File: src/prh_consts.vh
// Purpose: constants of the privileged return and hazard control block
// Assumes: included by bare name from the design files
// Notes: register indices are word indices on the plain register port
`ifndef PRH_CONSTS_VH
`define PRH_CONSTS_VH

// instruction encodings and masks
`define PRH_EHB_WORD 32'h0000_00C0
`define PRH_SUPERSCALAR_NOP_OP_WORD 32'h0000_0040
`define PRH_EI_MASK 32'hFFE0_FFFF
`define PRH_EI_WORD 32'h4160_6020
`define PRH_EXCEPTION_RETURN_OP_WORD 32'h4200_0018
`define PRH_HBJ_MASK 32'hFC1F_043E
`define PRH_HBJ_WORD 32'h0000_0408
`define PRH_RT_HI 20
`define PRH_RT_LO 16

// status bit positions
`define PRH_ST_IE 0
`define PRH_ST_EXL 1
`define PRH_ST_ERL 2
`define PRH_ST_BEV 22

// exception codes raised towards the pipeline
`define PRH_EXC_RI 5'h0A
`define PRH_EXC_CPU 5'h0B

// hazard drain time and its cycle count at 20 MHz
`define PRH_CLK_MHZ 20
`define PRH_DRAIN_NS 100
`define PRH_DRAIN_CYC ((`PRH_DRAIN_NS * `PRH_CLK_MHZ + 999) / 1000)

// register indices
`define PRH_REG_EVT 4'h0
`define PRH_REG_MASK 4'h1
`define PRH_REG_CTRL 4'h2
`define PRH_REG_STATE 4'h3

// event bits
`define PRH_EV_EHB 0
`define PRH_EV_EI 1
`define PRH_EV_EXCEPTION_RETURN_OP 2
`define PRH_EV_EXC 3
`define PRH_EV_W 4

// control bits and reset value
`define PRH_CT_REV2 0
`define PRH_CT_SHADOW 1
`define PRH_CT_COMPR 2
`define PRH_CTRL_RST 3'h3

`endif

File: src/prh_decode.v
// Purpose: recognise the privileged and barrier instruction words
// Assumes: a 32-bit instruction word, combinational use
// Notes: all outputs are pure functions of the word
`timescale 1ns/1ps
`include "prh_consts.vh"
module prh_decode (
  input wire [31:0] instr,
  output wire isEhb,
  output wire isSsnop,
  output wire isEi,
  output wire isEret,
  output wire isHbJump,
  output wire [4:0] destGpr
);
  // barrier is the shift of the zero register into itself by 3
  assign isEhb = (instr == `PRH_EHB_WORD); // see RULE1
  assign isSsnop = (instr == `PRH_SUPERSCALAR_NOP_OP_WORD);
  assign isEi = ((instr & `PRH_EI_MASK) == `PRH_EI_WORD);
  // cp0 major opcode, operation bit, zero middle, return function
  assign isEret = (instr == `PRH_EXCEPTION_RETURN_OP_WORD); // see RULE19
  // register jumps with the hazard hint bit set
  assign isHbJump = ((instr & `PRH_HBJ_MASK) == `PRH_HBJ_WORD); // see RULE3
  assign destGpr = instr[`PRH_RT_HI:`PRH_RT_LO];
endmodule // prh_decode

File: src/prh_hazwait.v
// Purpose: hold a barrier until a hazard source has drained
// Assumes: pending is high while earlier hazards are outstanding
// Notes: waits at least the drain count, then for pending low
`timescale 1ns/1ps
`include "prh_consts.vh"
module prh_hazwait (
  input wire clk,
  input wire rst_n,
  input wire start,
  input wire pending,
  output reg busy_q,
  output reg done_q
);
  localparam integer DRAIN_INT = `PRH_DRAIN_CYC;
  localparam [3:0] DRAIN = DRAIN_INT[3:0];
  reg [3:0] cnt_q;

  // minimum drain count, then wait for the source to clear
  always @(posedge clk or negedge rst_n)
  begin
    if (!rst_n)
    begin
      busy_q <= 1'b0;
      done_q <= 1'b0;
      cnt_q <= 4'h0;
    end
    else
    begin
      done_q <= 1'b0;
      if (start)
      begin
        busy_q <= 1'b1;
        cnt_q <= DRAIN;
      end
      else if (busy_q)
      begin
        if (cnt_q != 4'h0)
          cnt_q <= cnt_q - 4'h1;
        else if (!pending)
        begin
          busy_q <= 1'b0;
          done_q <= 1'b1;
        end
      end
    end
  end
endmodule // prh_hazwait

File: src/prh_ctl.v
// Purpose: barrier, interrupt-enable and exception-return control
// Assumes: one instruction offered per cycle; issueStall_q holds it
// Notes: registers on a plain port, read data one cycle after read
// Summary of operation
// RULE1 - barrier decoded as zero-register shift left by three, otherwise a no-op
// RULE2 - barrier holds issue until earlier execution hazards clear, even in slot
// RULE3 - barrier does not clear instruction hazards; hb jumps and return do; here hb jumps start no drain, only latch the enable
// RULE4 - first revision runs the barrier exactly as a superscalar no-op
// RULE5 - enable op writes sign-extended status to destination, then sets enable
// RULE6 - zero-register destination discards old status, only sets enable
// RULE7 - enable op without cp0 access raises unusable, changes nothing
// RULE8 - first revision raises reserved instruction for the enable op
// RULE9 - status read and enable set happen as one indivisible step
// RULE10 - enable change takes effect only at barrier, hb jump or return
// RULE11 - return has no delay slot; next word squashed, fetch redirected
// RULE12 - error level set: error address, clear it; else normal, clear exl
// RULE13 - rev2 normal path with shadows copies previous set unless bev or erl
// RULE14 - return clears the link reservation flag
// RULE15 - return clears execution and instruction hazards before target fetch
// RULE16 - software never puts a return in a delay slot; result undefined
// RULE17 - compressed mode: pc from bits 63..1, isa mode from bit 0
// RULE18 - return without cp0 access raises unusable, pc and status kept
// RULE19 - return decoded from cp0 opcode, operation bit, zeros, function
//
// Decided for this implementation: the strobed register port and the address map.
`timescale 1ns/1ps
`include "prh_consts.vh"
module prh_ctl (
  input wire clk,
  input wire rst_n,
  input wire issueValid,
  input wire [31:0] issueInstr,
  input wire inDelaySlot,
  input wire cp0Usable,
  input wire execHazard,
  input wire instrHazard,
  input wire excEnter,
  input wire errEnter,
  input wire llSet,
  input wire bevIn,
  input wire [31:0] statusIn,
  input wire [3:0] pssIn,
  input wire [3:0] hssIn,
  input wire [63:0] epcIn,
  input wire [63:0] errorEpcIn,
  input wire [3:0] regAddr,
  input wire [31:0] regWdata,
  input wire regWe,
  input wire regRe,
  output reg [31:0] regRdata_q,
  output reg issueStall_q,
  output reg squashNext_q,
  output reg gprWe_q,
  output reg [4:0] gprAddr_q,
  output reg [63:0] gprData_q,
  output reg excValid_q,
  output reg [4:0] excCode_q,
  output reg redirect_q,
  output reg [63:0] redirectPc_q,
  output reg isa_mode_select_q,
  output reg statusIe_q,
  output reg statusExl_q,
  output reg statusErl_q,
  output reg intEnableEff_q,
  output reg [3:0] css_q,
  output reg linkFlag_q,
  output reg irq_q
);
  // sequencer states: idle, barrier drain, return drain
  localparam [1:0] ST_IDLE = 2'd0;
  localparam [1:0] ST_EHB = 2'd1;
  localparam [1:0] ST_EXCEPTION_RETURN_OP = 2'd2;

  // sequencer, register-port storage and the pending return target
  reg [1:0] state_q;
  reg [1:0] state_d;
  reg [`PRH_EV_W-1:0] evt_q;
  reg [`PRH_EV_W-1:0] mask_q;
  reg [2:0] ctrl_q;
  reg [63:0] retPc_q;
  reg retIsa_q;
  reg [`PRH_EV_W-1:0] evSet;
  // decoded word, drain status and per-instruction qualifiers
  wire isEhb;
  wire isEi;
  wire isEret;
  wire isHbJump;
  wire [4:0] destGpr;
  wire exBusy;
  wire inBusy;
  wire take;
  wire rev2;
  wire [31:0] statusView;
  wire [63:0] retAddr;
  wire eiGo;
  wire eretGo;
  wire ehbGo;
  wire eiRi;
  wire eiCpu;
  wire eretCpu;
  wire eretEnd;
  wire ehbEnd;

  // one decoder; the plain superscalar no-op needs no handling here
  prh_decode u_dec (
    .instr(issueInstr),
    .isEhb(isEhb),
    .isSsnop(),
    .isEi(isEi),
    .isEret(isEret),
    .isHbJump(isHbJump),
    .destGpr(destGpr)
  );

  // execution hazard drain, used by barrier and return
  prh_hazwait u_exw (
    .clk(clk),
    .rst_n(rst_n),
    .start(ehbGo | eretGo),
    .pending(execHazard),
    .busy_q(exBusy),
    .done_q()
  );

  // instruction hazard drain, used only by return
  prh_hazwait u_inw (
    .clk(clk),
    .rst_n(rst_n),
    .start(eretGo),
    .pending(instrHazard),
    .busy_q(inBusy),
    .done_q()
  );

  // instruction accepted when offered and not stalled
  assign take = issueValid & ~issueStall_q;
  assign rev2 = ctrl_q[`PRH_CT_REV2];

  // status as software sees it, with the bits this block owns
  assign statusView = {statusIn[31:23], bevIn, statusIn[21:3],
    statusErl_q, statusExl_q, statusIe_q};

  // classify the accepted instruction
  // a refused word raises its exception and moves nothing else
  assign eiRi = take & isEi & ~rev2; // see RULE8
  assign eiCpu = take & isEi & rev2 & ~cp0Usable; // see RULE7
  assign eiGo = take & isEi & rev2 & cp0Usable;
  assign eretCpu = take & isEret & ~cp0Usable; // see RULE18
  // a return in a delay slot is undefined; it is handled as usual
  assign eretGo = take & isEret & cp0Usable; // see RULE16
  // first revision: barrier is a plain superscalar no-op
  assign ehbGo = take & isEhb & rev2; // see RULE4
  // a drain ends once every source it waits on is quiet
  assign ehbEnd = (state_q == ST_EHB) & ~exBusy;
  assign eretEnd = (state_q == ST_EXCEPTION_RETURN_OP) & ~exBusy & ~inBusy;

  // error level chooses which saved address the return uses
  assign retAddr = statusErl_q ? errorEpcIn : epcIn; // see RULE12

  // barrier and return sequencing
  always @*
  begin
    state_d = state_q;
    case (state_q)
      ST_IDLE:
      begin
        if (ehbGo)
          state_d = ST_EHB; // see RULE2
        else if (eretGo)
          state_d = ST_EXCEPTION_RETURN_OP; // see RULE15
      end
      ST_EHB:
      begin
        if (ehbEnd)
          state_d = ST_IDLE;
      end
      ST_EXCEPTION_RETURN_OP:
      begin
        if (eretEnd)
          state_d = ST_IDLE;
      end
      default:
        state_d = ST_IDLE;
    endcase
  end

  // events that feed the sticky status register
  always @*
  begin
    evSet = {`PRH_EV_W{1'b0}};
    evSet[`PRH_EV_EHB] = (state_q == ST_EHB) & ehbEnd;
    evSet[`PRH_EV_EI] = eiGo;
    evSet[`PRH_EV_EXCEPTION_RETURN_OP] = (state_q == ST_EXCEPTION_RETURN_OP) & eretEnd;
    evSet[`PRH_EV_EXC] = eiRi | eiCpu | eretCpu;
  end

  // pipeline control, state machine and stall
  always @(posedge clk or negedge rst_n)
  begin
    if (!rst_n)
    begin
      state_q <= ST_IDLE;
      issueStall_q <= 1'b0;
      squashNext_q <= 1'b0;
      excValid_q <= 1'b0;
      excCode_q <= 5'h00;
      redirect_q <= 1'b0;
      redirectPc_q <= 64'h0000_0000_0000_0000;
      isa_mode_select_q <= 1'b0;
      retPc_q <= 64'h0000_0000_0000_0000;
      retIsa_q <= 1'b0;
    end
    else
    begin
      state_q <= state_d;
      // hold issue from the accept until the drain finishes
      issueStall_q <= (state_d != ST_IDLE); // see RULE2
      squashNext_q <= eretGo; // see RULE11
      // one-cycle exception pulse, code held until the next one
      excValid_q <= eiRi | eiCpu | eretCpu;
      if (eiRi)
        excCode_q <= `PRH_EXC_RI;
      else if (eiCpu | eretCpu)
        excCode_q <= `PRH_EXC_CPU;
      redirect_q <= (state_q == ST_EXCEPTION_RETURN_OP) & eretEnd; // see RULE11
      // target captured at accept, so later level changes cannot move it
      if (eretGo)
      begin
        // compressed mode splits the address into pc and isa mode
        if (ctrl_q[`PRH_CT_COMPR])
        begin
          retPc_q <= {1'b0, retAddr[63:1]}; // see RULE17
          retIsa_q <= retAddr[0]; // see RULE17
        end
        else
        begin
          retPc_q <= retAddr; // see RULE17
          retIsa_q <= isa_mode_select_q;
        end
      end
      // new pc and redirect pulse appear together when the drain ends
      if ((state_q == ST_EXCEPTION_RETURN_OP) & eretEnd)
      begin
        redirectPc_q <= retPc_q;
        isa_mode_select_q <= retIsa_q;
      end
    end
  end

  // status bits, shadow set, link flag and destination write
  always @(posedge clk or negedge rst_n)
  begin
    if (!rst_n)
    begin
      statusIe_q <= 1'b0;
      statusExl_q <= 1'b0;
      statusErl_q <= 1'b1;
      css_q <= 4'h0;
      linkFlag_q <= 1'b0;
      gprWe_q <= 1'b0;
      gprAddr_q <= 5'h00;
      gprData_q <= 64'h0000_0000_0000_0000;
    end
    else
    begin
      // old status and new enable in one update, nothing in between
      gprWe_q <= eiGo & (destGpr != 5'h00); // see RULE6
      if (eiGo)
      begin
        gprAddr_q <= destGpr;
        gprData_q <= {{32{statusView[31]}}, statusView}; // see RULE5
        statusIe_q <= 1'b1; // see RULE9
      end
      // return clears one level flag; entry sets win over the clear
      if (eretGo & statusErl_q)
        statusErl_q <= errEnter; // see RULE12
      else if (errEnter)
        statusErl_q <= 1'b1;
      if (eretGo & ~statusErl_q)
        statusExl_q <= excEnter; // see RULE12
      else if (excEnter)
        statusExl_q <= 1'b1;
      // shadow copy only on the normal path of a shadowed rev2 part
      if (eretGo & ~statusErl_q & rev2 & ctrl_q[`PRH_CT_SHADOW] &
          (hssIn != 4'h0) & ~bevIn)
        css_q <= pssIn; // see RULE13
      // reservation dropped by the return; a new link set wins
      if (llSet)
        linkFlag_q <= 1'b1;
      else if (eretGo)
        linkFlag_q <= 1'b0; // see RULE14
    end
  end

  // the effective enable follows status only at hazard-clearing points
  always @(posedge clk or negedge rst_n)
  begin
    if (!rst_n)
      intEnableEff_q <= 1'b0;
    else if (((state_q == ST_EHB) & ehbEnd) | (take & isHbJump) |
             ((state_q == ST_EXCEPTION_RETURN_OP) & eretEnd))
      intEnableEff_q <= statusIe_q; // see RULE10
  end

  // register port: sticky events, mask, control, read data
  always @(posedge clk or negedge rst_n)
  begin
    if (!rst_n)
    begin
      evt_q <= {`PRH_EV_W{1'b0}};
      mask_q <= {`PRH_EV_W{1'b0}};
      ctrl_q <= `PRH_CTRL_RST;
      regRdata_q <= 32'h0000_0000;
      irq_q <= 1'b0;
    end
    else
    begin
      // write one clears, a new event in the same cycle wins
      if (regWe & (regAddr == `PRH_REG_EVT))
        evt_q <= (evt_q & ~regWdata[`PRH_EV_W-1:0]) | evSet;
      else
        evt_q <= evt_q | evSet;
      if (regWe & (regAddr == `PRH_REG_MASK))
        mask_q <= regWdata[`PRH_EV_W-1:0];
      if (regWe & (regAddr == `PRH_REG_CTRL))
        ctrl_q <= regWdata[2:0];
      // level interrupt lags the sticky bits by one cycle
      irq_q <= |(evt_q & mask_q);
      // read data stand only in the cycle after the strobe
      if (regRe)
      begin
        case (regAddr)
          `PRH_REG_EVT:
            regRdata_q <= {28'h000_0000, evt_q};
          `PRH_REG_MASK:
            regRdata_q <= {28'h000_0000, mask_q};
          `PRH_REG_CTRL:
            regRdata_q <= {29'h0000_0000, ctrl_q};
          `PRH_REG_STATE:
            regRdata_q <= {19'h0_0000, css_q, linkFlag_q, intEnableEff_q,
              statusErl_q, statusExl_q, statusIe_q, inDelaySlot, 1'b0,
              state_q}; // bit 2 reads zero
          default:
            regRdata_q <= 32'h0000_0000;
        endcase
      end
      else
        regRdata_q <= 32'h0000_0000;
    end
  end
endmodule // prh_ctl

File: config.mk
export PLATFORM = sky130hd
export DESIGN_NAME = prh_ctl
export DESIGN_NICKNAME = d
export VERILOG_FILES = /design/src/prh_decode.v /design/src/prh_hazwait.v /design/src/prh_ctl.v
export VERILOG_INCLUDE_DIRS = /design/src /design/src/src
export SDC_FILE = /design/constraint.sdc
export NUM_CORES = 1
export LEC_CHECK = 0
export BUFFER_PORTS_ARGS = -buffer_cell sky130_fd_sc_hd__buf_2
export CAP_MARGIN = 30
export CORE_AREA = 2 2 169 171
export CTS_CLUSTER_SIZE = 24
export DETAILED_ROUTE_END_ITERATION = 10
export DIE_AREA = 0 0 171 173
export PLACE_DENSITY = 0.62
export SKIP_LAST_GASP = 1
export SYNTH_ARGS = -nofsm -noshare
export SYNTH_HDL_FRONTEND = slang
export SYNTH_SLANG_ARGS = --single-unit
File: constraint.sdc
create_clock -name clk -period 2.61 [get_ports clk]
set_input_delay 0.1305 -clock clk [delete_from_list [all_inputs] [get_ports clk]]
set_output_delay 0.1305 -clock clk [all_outputs]
set_load 0.1 [all_outputs]
==> summary.md, run 1 <==
| Metric | Value |
|---|---|
| Max_slew headroom | `51.1%` |
| PwrDens | `about 550 mW/mm^2` |
| Dpl hpwl | `approximately 19000 um` |
| Netlist cell types | `between 50 and 60` |
| GP Congestion | `0.849` |
| Hold Fails Final Rpt | `0` |
| Die width | `about 170 um` |
| Min Clock Period, post-route | `between 2000 and 3000 ps` |
| Maximum clock rate | `between 0.3 and 0.4 GHz` |
| Largest family of logic cells by synthesized area | `multiplexers` |
| Clk buf depth | `3` |
| Status | `finished, final reports clean` |
| Initial Utilization | `a little under two fifths` |
| Die height | `173 um` |
| CTS tree | `done` |
| Dominant cells by area after synthesis | `dfrtp_1 (51%), mux2_2 (15%), mux2i_1 (8.4%), mux4_2 (4.5%), buf_4 (4.2%)` |
| IO Pins | `around 440` |
| Data arrival time of the worst path | `2900 ps` |
| Total gr overflow | `0` |
| Worst-Margin Slew | `roughly 730 ps` |
| Period utilization | `a little over nine tenths` |
| Routed WL per cell | `~17 um` |
| Yosys reg bits | `220` |
| Post-synth EDFFs | `0` |
| Vias in the first global route | `a little under 8000` |
| Gr usage total | `between 10% and 20%` |
| First-pass GRT wire length | `approximately 42000 um` |
| Total power | `7.63 mW` |
| Xor/xnor cell area share of the yosys netlist | `0.332%` |
| Compound-Gate Fraction of Synth Area | `2.48%` |
| Initial detailed-routing violation count | `247` |
| Share of cells above drive strength 1 | `53.1%` |
| Input/output buffers | `roughly 380` |
| Adder-cell share of the synthesized area | `less than 1%` |
| Post-synth ARST share | `100%` |
| Drt drc | `0` |
| RSZ-0062 raised after global routing | `false` |
| Synth Area per Inst | `between 10 and 15 um^2` |
| Setup Viol. Count Final | `0` |
| Post-DRT Antenna Nets | `0` |
| Slew Limit Fails | `0` |
| Total number of placement rows | `61` |
| Post-synthesis simple-gate area fraction | `roughly 6%` |
| Worst-path clk slew | `60 ps` |
| CTS resizes | `0` |
| Final net count | `1422` |
| Pin count of the biggest net entering global routing | `between 60 and 70` |
| Clk root buf | `clkbuf_16` |
| # fillers | `roughly 2500` |
| Placeable Area | `between 0.02 and 0.03 mm^2` |
| Critical-path maximum fanout | `22` |
| Count leader, synth | `dfrtp_1` |
| Clk_skew | `~10 ps` |
| Drt pass-1 iters | `4` |
| Antenna violations before repair | `2` |
| Layout Utilization | `between 50% and 60%` |
| Max cap viols | `0` |
| Die Area | `roughly 0.03 mm^2` |
| Clock sinks | `220` |
| P&R area growth vs syn | `32.5%` |
| Clock latency on the worst-skew pair | `approximately 520 ps` |
| Post-synth top area share | `51.5%` |
| Drt via density | `roughly 4.8` |
| Worst setup SP type | `register` |
| Final wirelength | `26500 um` |
| Cells after synthesis | `about 770` |
| H-tree depth reported by CTS | `1` |
| Worst setup EP type | `register` |
| Mapped Area | `approximately 0.011 mm^2` |
| Critical path class | `register to register` |
| Crit path required time | `approximately 3000 ps` |
| CTS Buf Count | `24` |
| Sequential area share after synthesis | `52.2%` |
| Synth area leader | `dfrtp_1` |
| Post-synthesis mux area share | `between 30% and 40%` |
| Area of the multi-input gates | `approximately 0.0044 mm^2` |
| Hold WS | `roughly 33 ps` |
| Synth top cells by count | `dfrtp_1 (217), mux2_2 (137), mux2i_1 (89)` |
| Synth Flop Type | `dfrtp_1` |
| Lkg Pwr | `around 7.7 nW` |
| R2R Setup Slk | `100 ps` |
| Max rail drop VDD | `between 0.4 and 0.5 mV` |
| Warnings from Yosys | `0` |
| Vias post-DR | `7538` |
| Register Area | `0.00552 mm^2` |
| Min-delay worst type | `input pin to register` |
registers in the layout (all words and copies together) (netlist names), 2 cells and up:
register	flops
css_q	4
ctrl_q	3
evt_q	4
excCode_q	2
gprAddr_q	5
gprData_q	32
mask_q	4
redirectPc_q	64
regRdata_q	13
retPc_q	64
state_q	2
u_exw.cnt_q	4
u_inw.cnt_q	4
worst max-delay path, cell delays in order, from the launching register on:
cell and delay, ps:
dfrtp_4 470, or4b_4 540, nand2b_4 170, or4_4 480, nor2_4 160, buf_12 210, mux2_2 350
logic make-up after synthesis:
group	after synthesis
fa+ha+maj	2
buf+inv	107
simple gates	106
flops	220
xor+xnor	4
compound gates	42
other cells	1
mux	283
cell usage in the layout, fill, tap and decap left out, drive strengths merged, types with 3 or more instances in the layout:
cell type,count
o21a,3
a31oi,3
a21o,3
dlygate4sd3,55
nor4,6
conb,21
mux2,173
o21ai,17
mux4,21
nand4,4
nor2,22
clkinv,3
nor3,5
and2,10
or4,4
nand3b,3
clkbuf,37
dfstp,3
nand2,25
buf,400
dfrtp,217
nand2b,4
and3,4
a211oi,3
mux2i,89
inv,13
a21oi,5
xnor2,3
layout make-up:
| type | instances | share of cell area [%] |
|---|---|---|
| timing repair buffer | 455 | 19.7 |
| clock buffer | 37 | 5.08 |
| sequential | 220 | 39.5 |
| tap | 378 | 3.38 |
| multi-input combinational | 458 | 31.8 |
| inverter | 12 | 0.322 |
| clock inverter | 4 | 0.251 |
| antenna | 2 | 0.0358 |
stage by stage:
stage / cell area, um^2 / setup TNS (ps) / cells / setup WS (ps)
floorplan: 10600 / -878 / 785 / -54.9
global placement: 12700 / 0 / 1468 / 132
detailed placement: 12700 / 0 / 1468 / 103
CTS: 14000 / 0 / 1564 / 94.8
global route: 14000 / 0 / 1564 / 16.9
finish: 14000 / 0 / 1566 / 103
path summary, 6_finish.rpt:
| kind | from | end | depth (start not counted) |
|---|---|---|---|
| worst max-delay path | issueStall_q | gprData_q[8] | 6 |
| worst min-delay path | epcIn[63] | retPc_q[63] | 4 |
| worst max register to register | issueStall_q | gprData_q[8] | 6 |
| worst min register to register | retPc_q[15] | retPc_q[15] | 1 |
| max in group asynchronous | rst_n | ctrl_q[2] | 3 |
| min in group asynchronous | rst_n | retPc_q[32] | 2 |
what timing repair did:
action,in CTS,in global routing
setup buffers,0,0
setup endpoints to repair,0,0
hold endpoints to repair,153,0
hold buffers,55,0
where the power goes:
| part | switching (mW) | internal, mW | leakage (nW) |
|---|---|---|---|
| clock network | 1.34 | 1.86 | 0.366 |
| registers | 0.0994 | 3.45 | 3.00 |
| logic | 0.473 | 0.399 | 4.36 |
per-layer routing:
layer  GRT usage (%)  routed length [um]  up-vias
met5               0                   0        -
met4            5.54                 850        0
met3            4.37                1920       56
met2            29.4               12800      285
met1            22.3               10900     3690
li1                -                   -     3507
Note: power is estimated with default switching activity, not from simulation.
==> run 2, diff against run 1 <==
--- a/config.mk
+++ b/config.mk
@@ -14,6 +14,7 @@
 export DIE_AREA = 0 0 171 173
 export PLACE_DENSITY = 0.62
 export SKIP_LAST_GASP = 1
+export SLEW_MARGIN = 40
 export SYNTH_ARGS = -nofsm -noshare
 export SYNTH_HDL_FRONTEND = slang
 export SYNTH_SLANG_ARGS = --single-unit
==> constraint.sdc (replaced) <==
create_clock -name clk -period 3.24 [get_ports clk]
set_input_delay 0.162 -clock clk [delete_from_list [all_inputs] [get_ports clk]]
set_output_delay 0.162 -clock clk [all_outputs]
set_load 0.1 [all_outputs]
==> run 2 against run 1 <==
  * Power shrank 12%
  * Non-clock buffer count down 1
  * Sequential share of layout area shrank 0.31 points
  * Critical path depth unchanged
  * Design area grew 0.73%
  * Worst hold slack improved by 7.0 ps
  * Clock skew shrank 2.3 ps
==> summary.md, run 2 (same netlist as run 1, synthesis figures left out) <==
| Metric | Value |
|---|---|
| Gr usage total | `17.3% (was 17.6%)` |
| Crit path required time | `3630 ps (was 3000 ps)` |
| # fillers | `2448 (was 2480)` |
| First-pass GRT wire length | `41200 um (was 41600 um)` |
| RSZ-0062 raised after global routing | `false (unchanged)` |
| Maximum clock rate | `0.367 GHz (was 0.399 GHz)` |
| Hold Fails Final Rpt | `0 (unchanged)` |
| Vias in the first global route | `7742 (was 7681)` |
| Input/output buffers | `381 (unchanged)` |
| Setup Viol. Count Final | `0 (unchanged)` |
| Slew Limit Fails | `0 (unchanged)` |
| Clock latency on the worst-skew pair | `510 ps (was 520 ps)` |
| Drt pass-1 iters | `4 (unchanged)` |
| Max cap viols | `0 (unchanged)` |
| Most common cell after layout, fill and taps aside | `buf_2 (unchanged)` |
| CTS Buf Count | `26 (was 24)` |
| TNS Setup | `0 ps (unchanged)` |
| Placed cell area | `0.0126 mm^2 (was 0.0127 mm^2)` |
| GP Congestion | `0.814 (was 0.849)` |
| Die Area | `0.0296 mm^2 (unchanged)` |
| Min Clock Period, post-route | `2730 ps (was 2510 ps)` |
| Worst hold path stage count | `4 (unchanged)` |
| Critical-path maximum fanout | `24 (was 22)` |
| Data arrival time of the worst path | `3120 ps (was 2900 ps)` |
| Share of cells above drive strength 1 | `53.2% (was 53.1%)` |
| Placeable Area | `0.0276 mm^2 (unchanged)` |
| Antenna violations before repair | `0 (was 2)` |
| Min-delay worst type | `input pin to register (unchanged)` |
| P&R area growth vs syn | `33.5% (was 32.5%)` |
| Most frequent cells in the layout | `buf_2 (380), dfrtp_1 (216), mux2_2 (137) (was buf_2 (380), dfrtp_1 (215), mux2_2 (137))` |
| Lkg Pwr | `7.80 nW (was 7.73 nW)` |
| Final net count | `1423 (was 1422)` |
| Area of the multi-input gates | `0.00443 mm^2 (was 0.00444 mm^2)` |
| Pin count of the biggest net entering global routing | `108 (was 69)` |
| Die width | `171 um (unchanged)` |
| Max rail drop VDD | `0.353 mV (was 0.418 mV)` |
| Antenna Cells | `0 (was 2)` |
| Max_slew headroom | `54.4% (was 51.1%)` |
| Vias post-DR | `7425 (was 7538)` |
| Die height | `173 um (unchanged)` |
| Critical path class | `register to register (unchanged)` |
| Drt via density | `4.73 (was 4.81)` |
| Worst setup SP type | `register (unchanged)` |
| Period utilization | `84.2% (was 96.1%)` |
| Clk_skew | `7.73 ps (was 10.0 ps)` |
| H-tree depth reported by CTS | `1 (unchanged)` |
| Routed WL per cell | `16.8 um (was 16.9 um)` |
| Final wirelength | `26400 um (was 26500 um)` |
| IO Pins | `435 (unchanged)` |
| Clk root buf | `clkbuf_16 (unchanged)` |
| Dpl hpwl | `19100 um (about the same)` |
| Drt drc | `0 (unchanged)` |
| Initial detailed-routing violation count | `303 (was 247)` |
| Post-DRT Antenna Nets | `0 (unchanged)` |
| Design area | `0.0141 mm^2 (was 0.0140 mm^2)` |
| Register Area | `0.00552 mm^2 (about the same)` |
| CTS tree | `done (unchanged)` |
| Worst-Margin Slew | `683 ps (was 734 ps)` |
| Initial Utilization | `38.2% (unchanged)` |
| Regs by FF count | `redirectPc_q: 64 flops, retPc_q: 64 flops, gprData_q: 32 flops (unchanged)` |
| Worst setup EP type | `register (unchanged)` |
| Post-CTS Setup Bufs | `0 (unchanged)` |
| Total number of placement rows | `61 (unchanged)` |
| Status | `finished, final reports clean (unchanged)` |
| Total gr overflow | `0 (unchanged)` |
| Worst R2R Path Depth | `6 (unchanged)` |
| Clock sinks | `220 (unchanged)` |
| PwrDens | `474 mW/mm^2 (was 546 mW/mm^2)` |
| Clk buf depth | `3 (unchanged)` |
| Worst-path clk slew | `60 ps (about the same)` |
-- run 2: cell types whose count changed in the layout (fill, tap and decap cells not counted), moves of 3 or more --
cell,before,now
mux2_4,22,19
bufinv_16,0,4
buf_12,11,5
mux2_1,14,17
clkbuf_16,24,27
buf_4,8,13
-- run 2: through the flow --
step           hold WS [ps]  cells  power (mW)  util [%]  worst slack [ps]
3_3_place_gp            286   1467        3.55      45.5               510
6_report               40.0   1569        6.68      51.0               513
3_5_place_dp            298   1467        3.56      45.5               490
2_1_floorplan          -134    785        3.30         -               352
4_1_cts                5.28   1568        6.77      50.9               490
5_1_grt                47.2   1569        6.94      51.0               304
-- run 2: repair_timing --
action	CTS	global route
resized for setup	0	0
hold buffers	54	0
hold endpoints to repair	158	0
-- run 2: where the power goes --
| part | internal (mW) | switching [mW] |
|---|---|---|
| sequential | 2.78 | 0.0758 |
| combinational | 0.318 | 0.386 |
| clock | 1.98 | 1.14 |
-- run 2: area by class of cell --
type                            instances  area share (%)
Timing Repair Buffer                  454            19.1
Clock inverter                          9            1.09
Inverter                               12           0.320
Multi-Input combinational cell        458            31.5
Clock buffer                           38            5.52
Tap cell                              378            3.36
Sequential cell                       220            39.2
-- run 2: final timing paths --
| check | start | endpoint | slack [ps] |
|---|---|---|---|
| max | issueStall_q | retPc_q[20] | 510 |
| min | regAddr[3] | regRdata_q[2] | 40 |
| max reg2reg | issueStall_q | retPc_q[20] | 510 |
| min reg2reg | retPc_q[14] | retPc_q[14] | 480 |
| max in group asynchronous | rst_n | statusErl_q | 2030 |
| min in group asynchronous | rst_n | retPc_q[28] | 110 |
-- run 2: critical path, cell delays in order (launching register included) --
cell and delay (ps):
dfrtp_1 380, or4b_4 510, nor4_4 210, nor4b_4 360, and3_4 520, buf_4 280, mux2_1 340
-- run 2: layer usage --
layer  share of wire (%)  track usage (%)  wire length [um]  vias to the layer above
met3                 6.7             4.23              1780                       46
li1                    -                -                 -                     3497
met5                   0                0                 0                        -
met2                  49             29.6             12900                      255
met4                 2.6             4.87               690                        0
met1                  42             21.7             11000                     3627
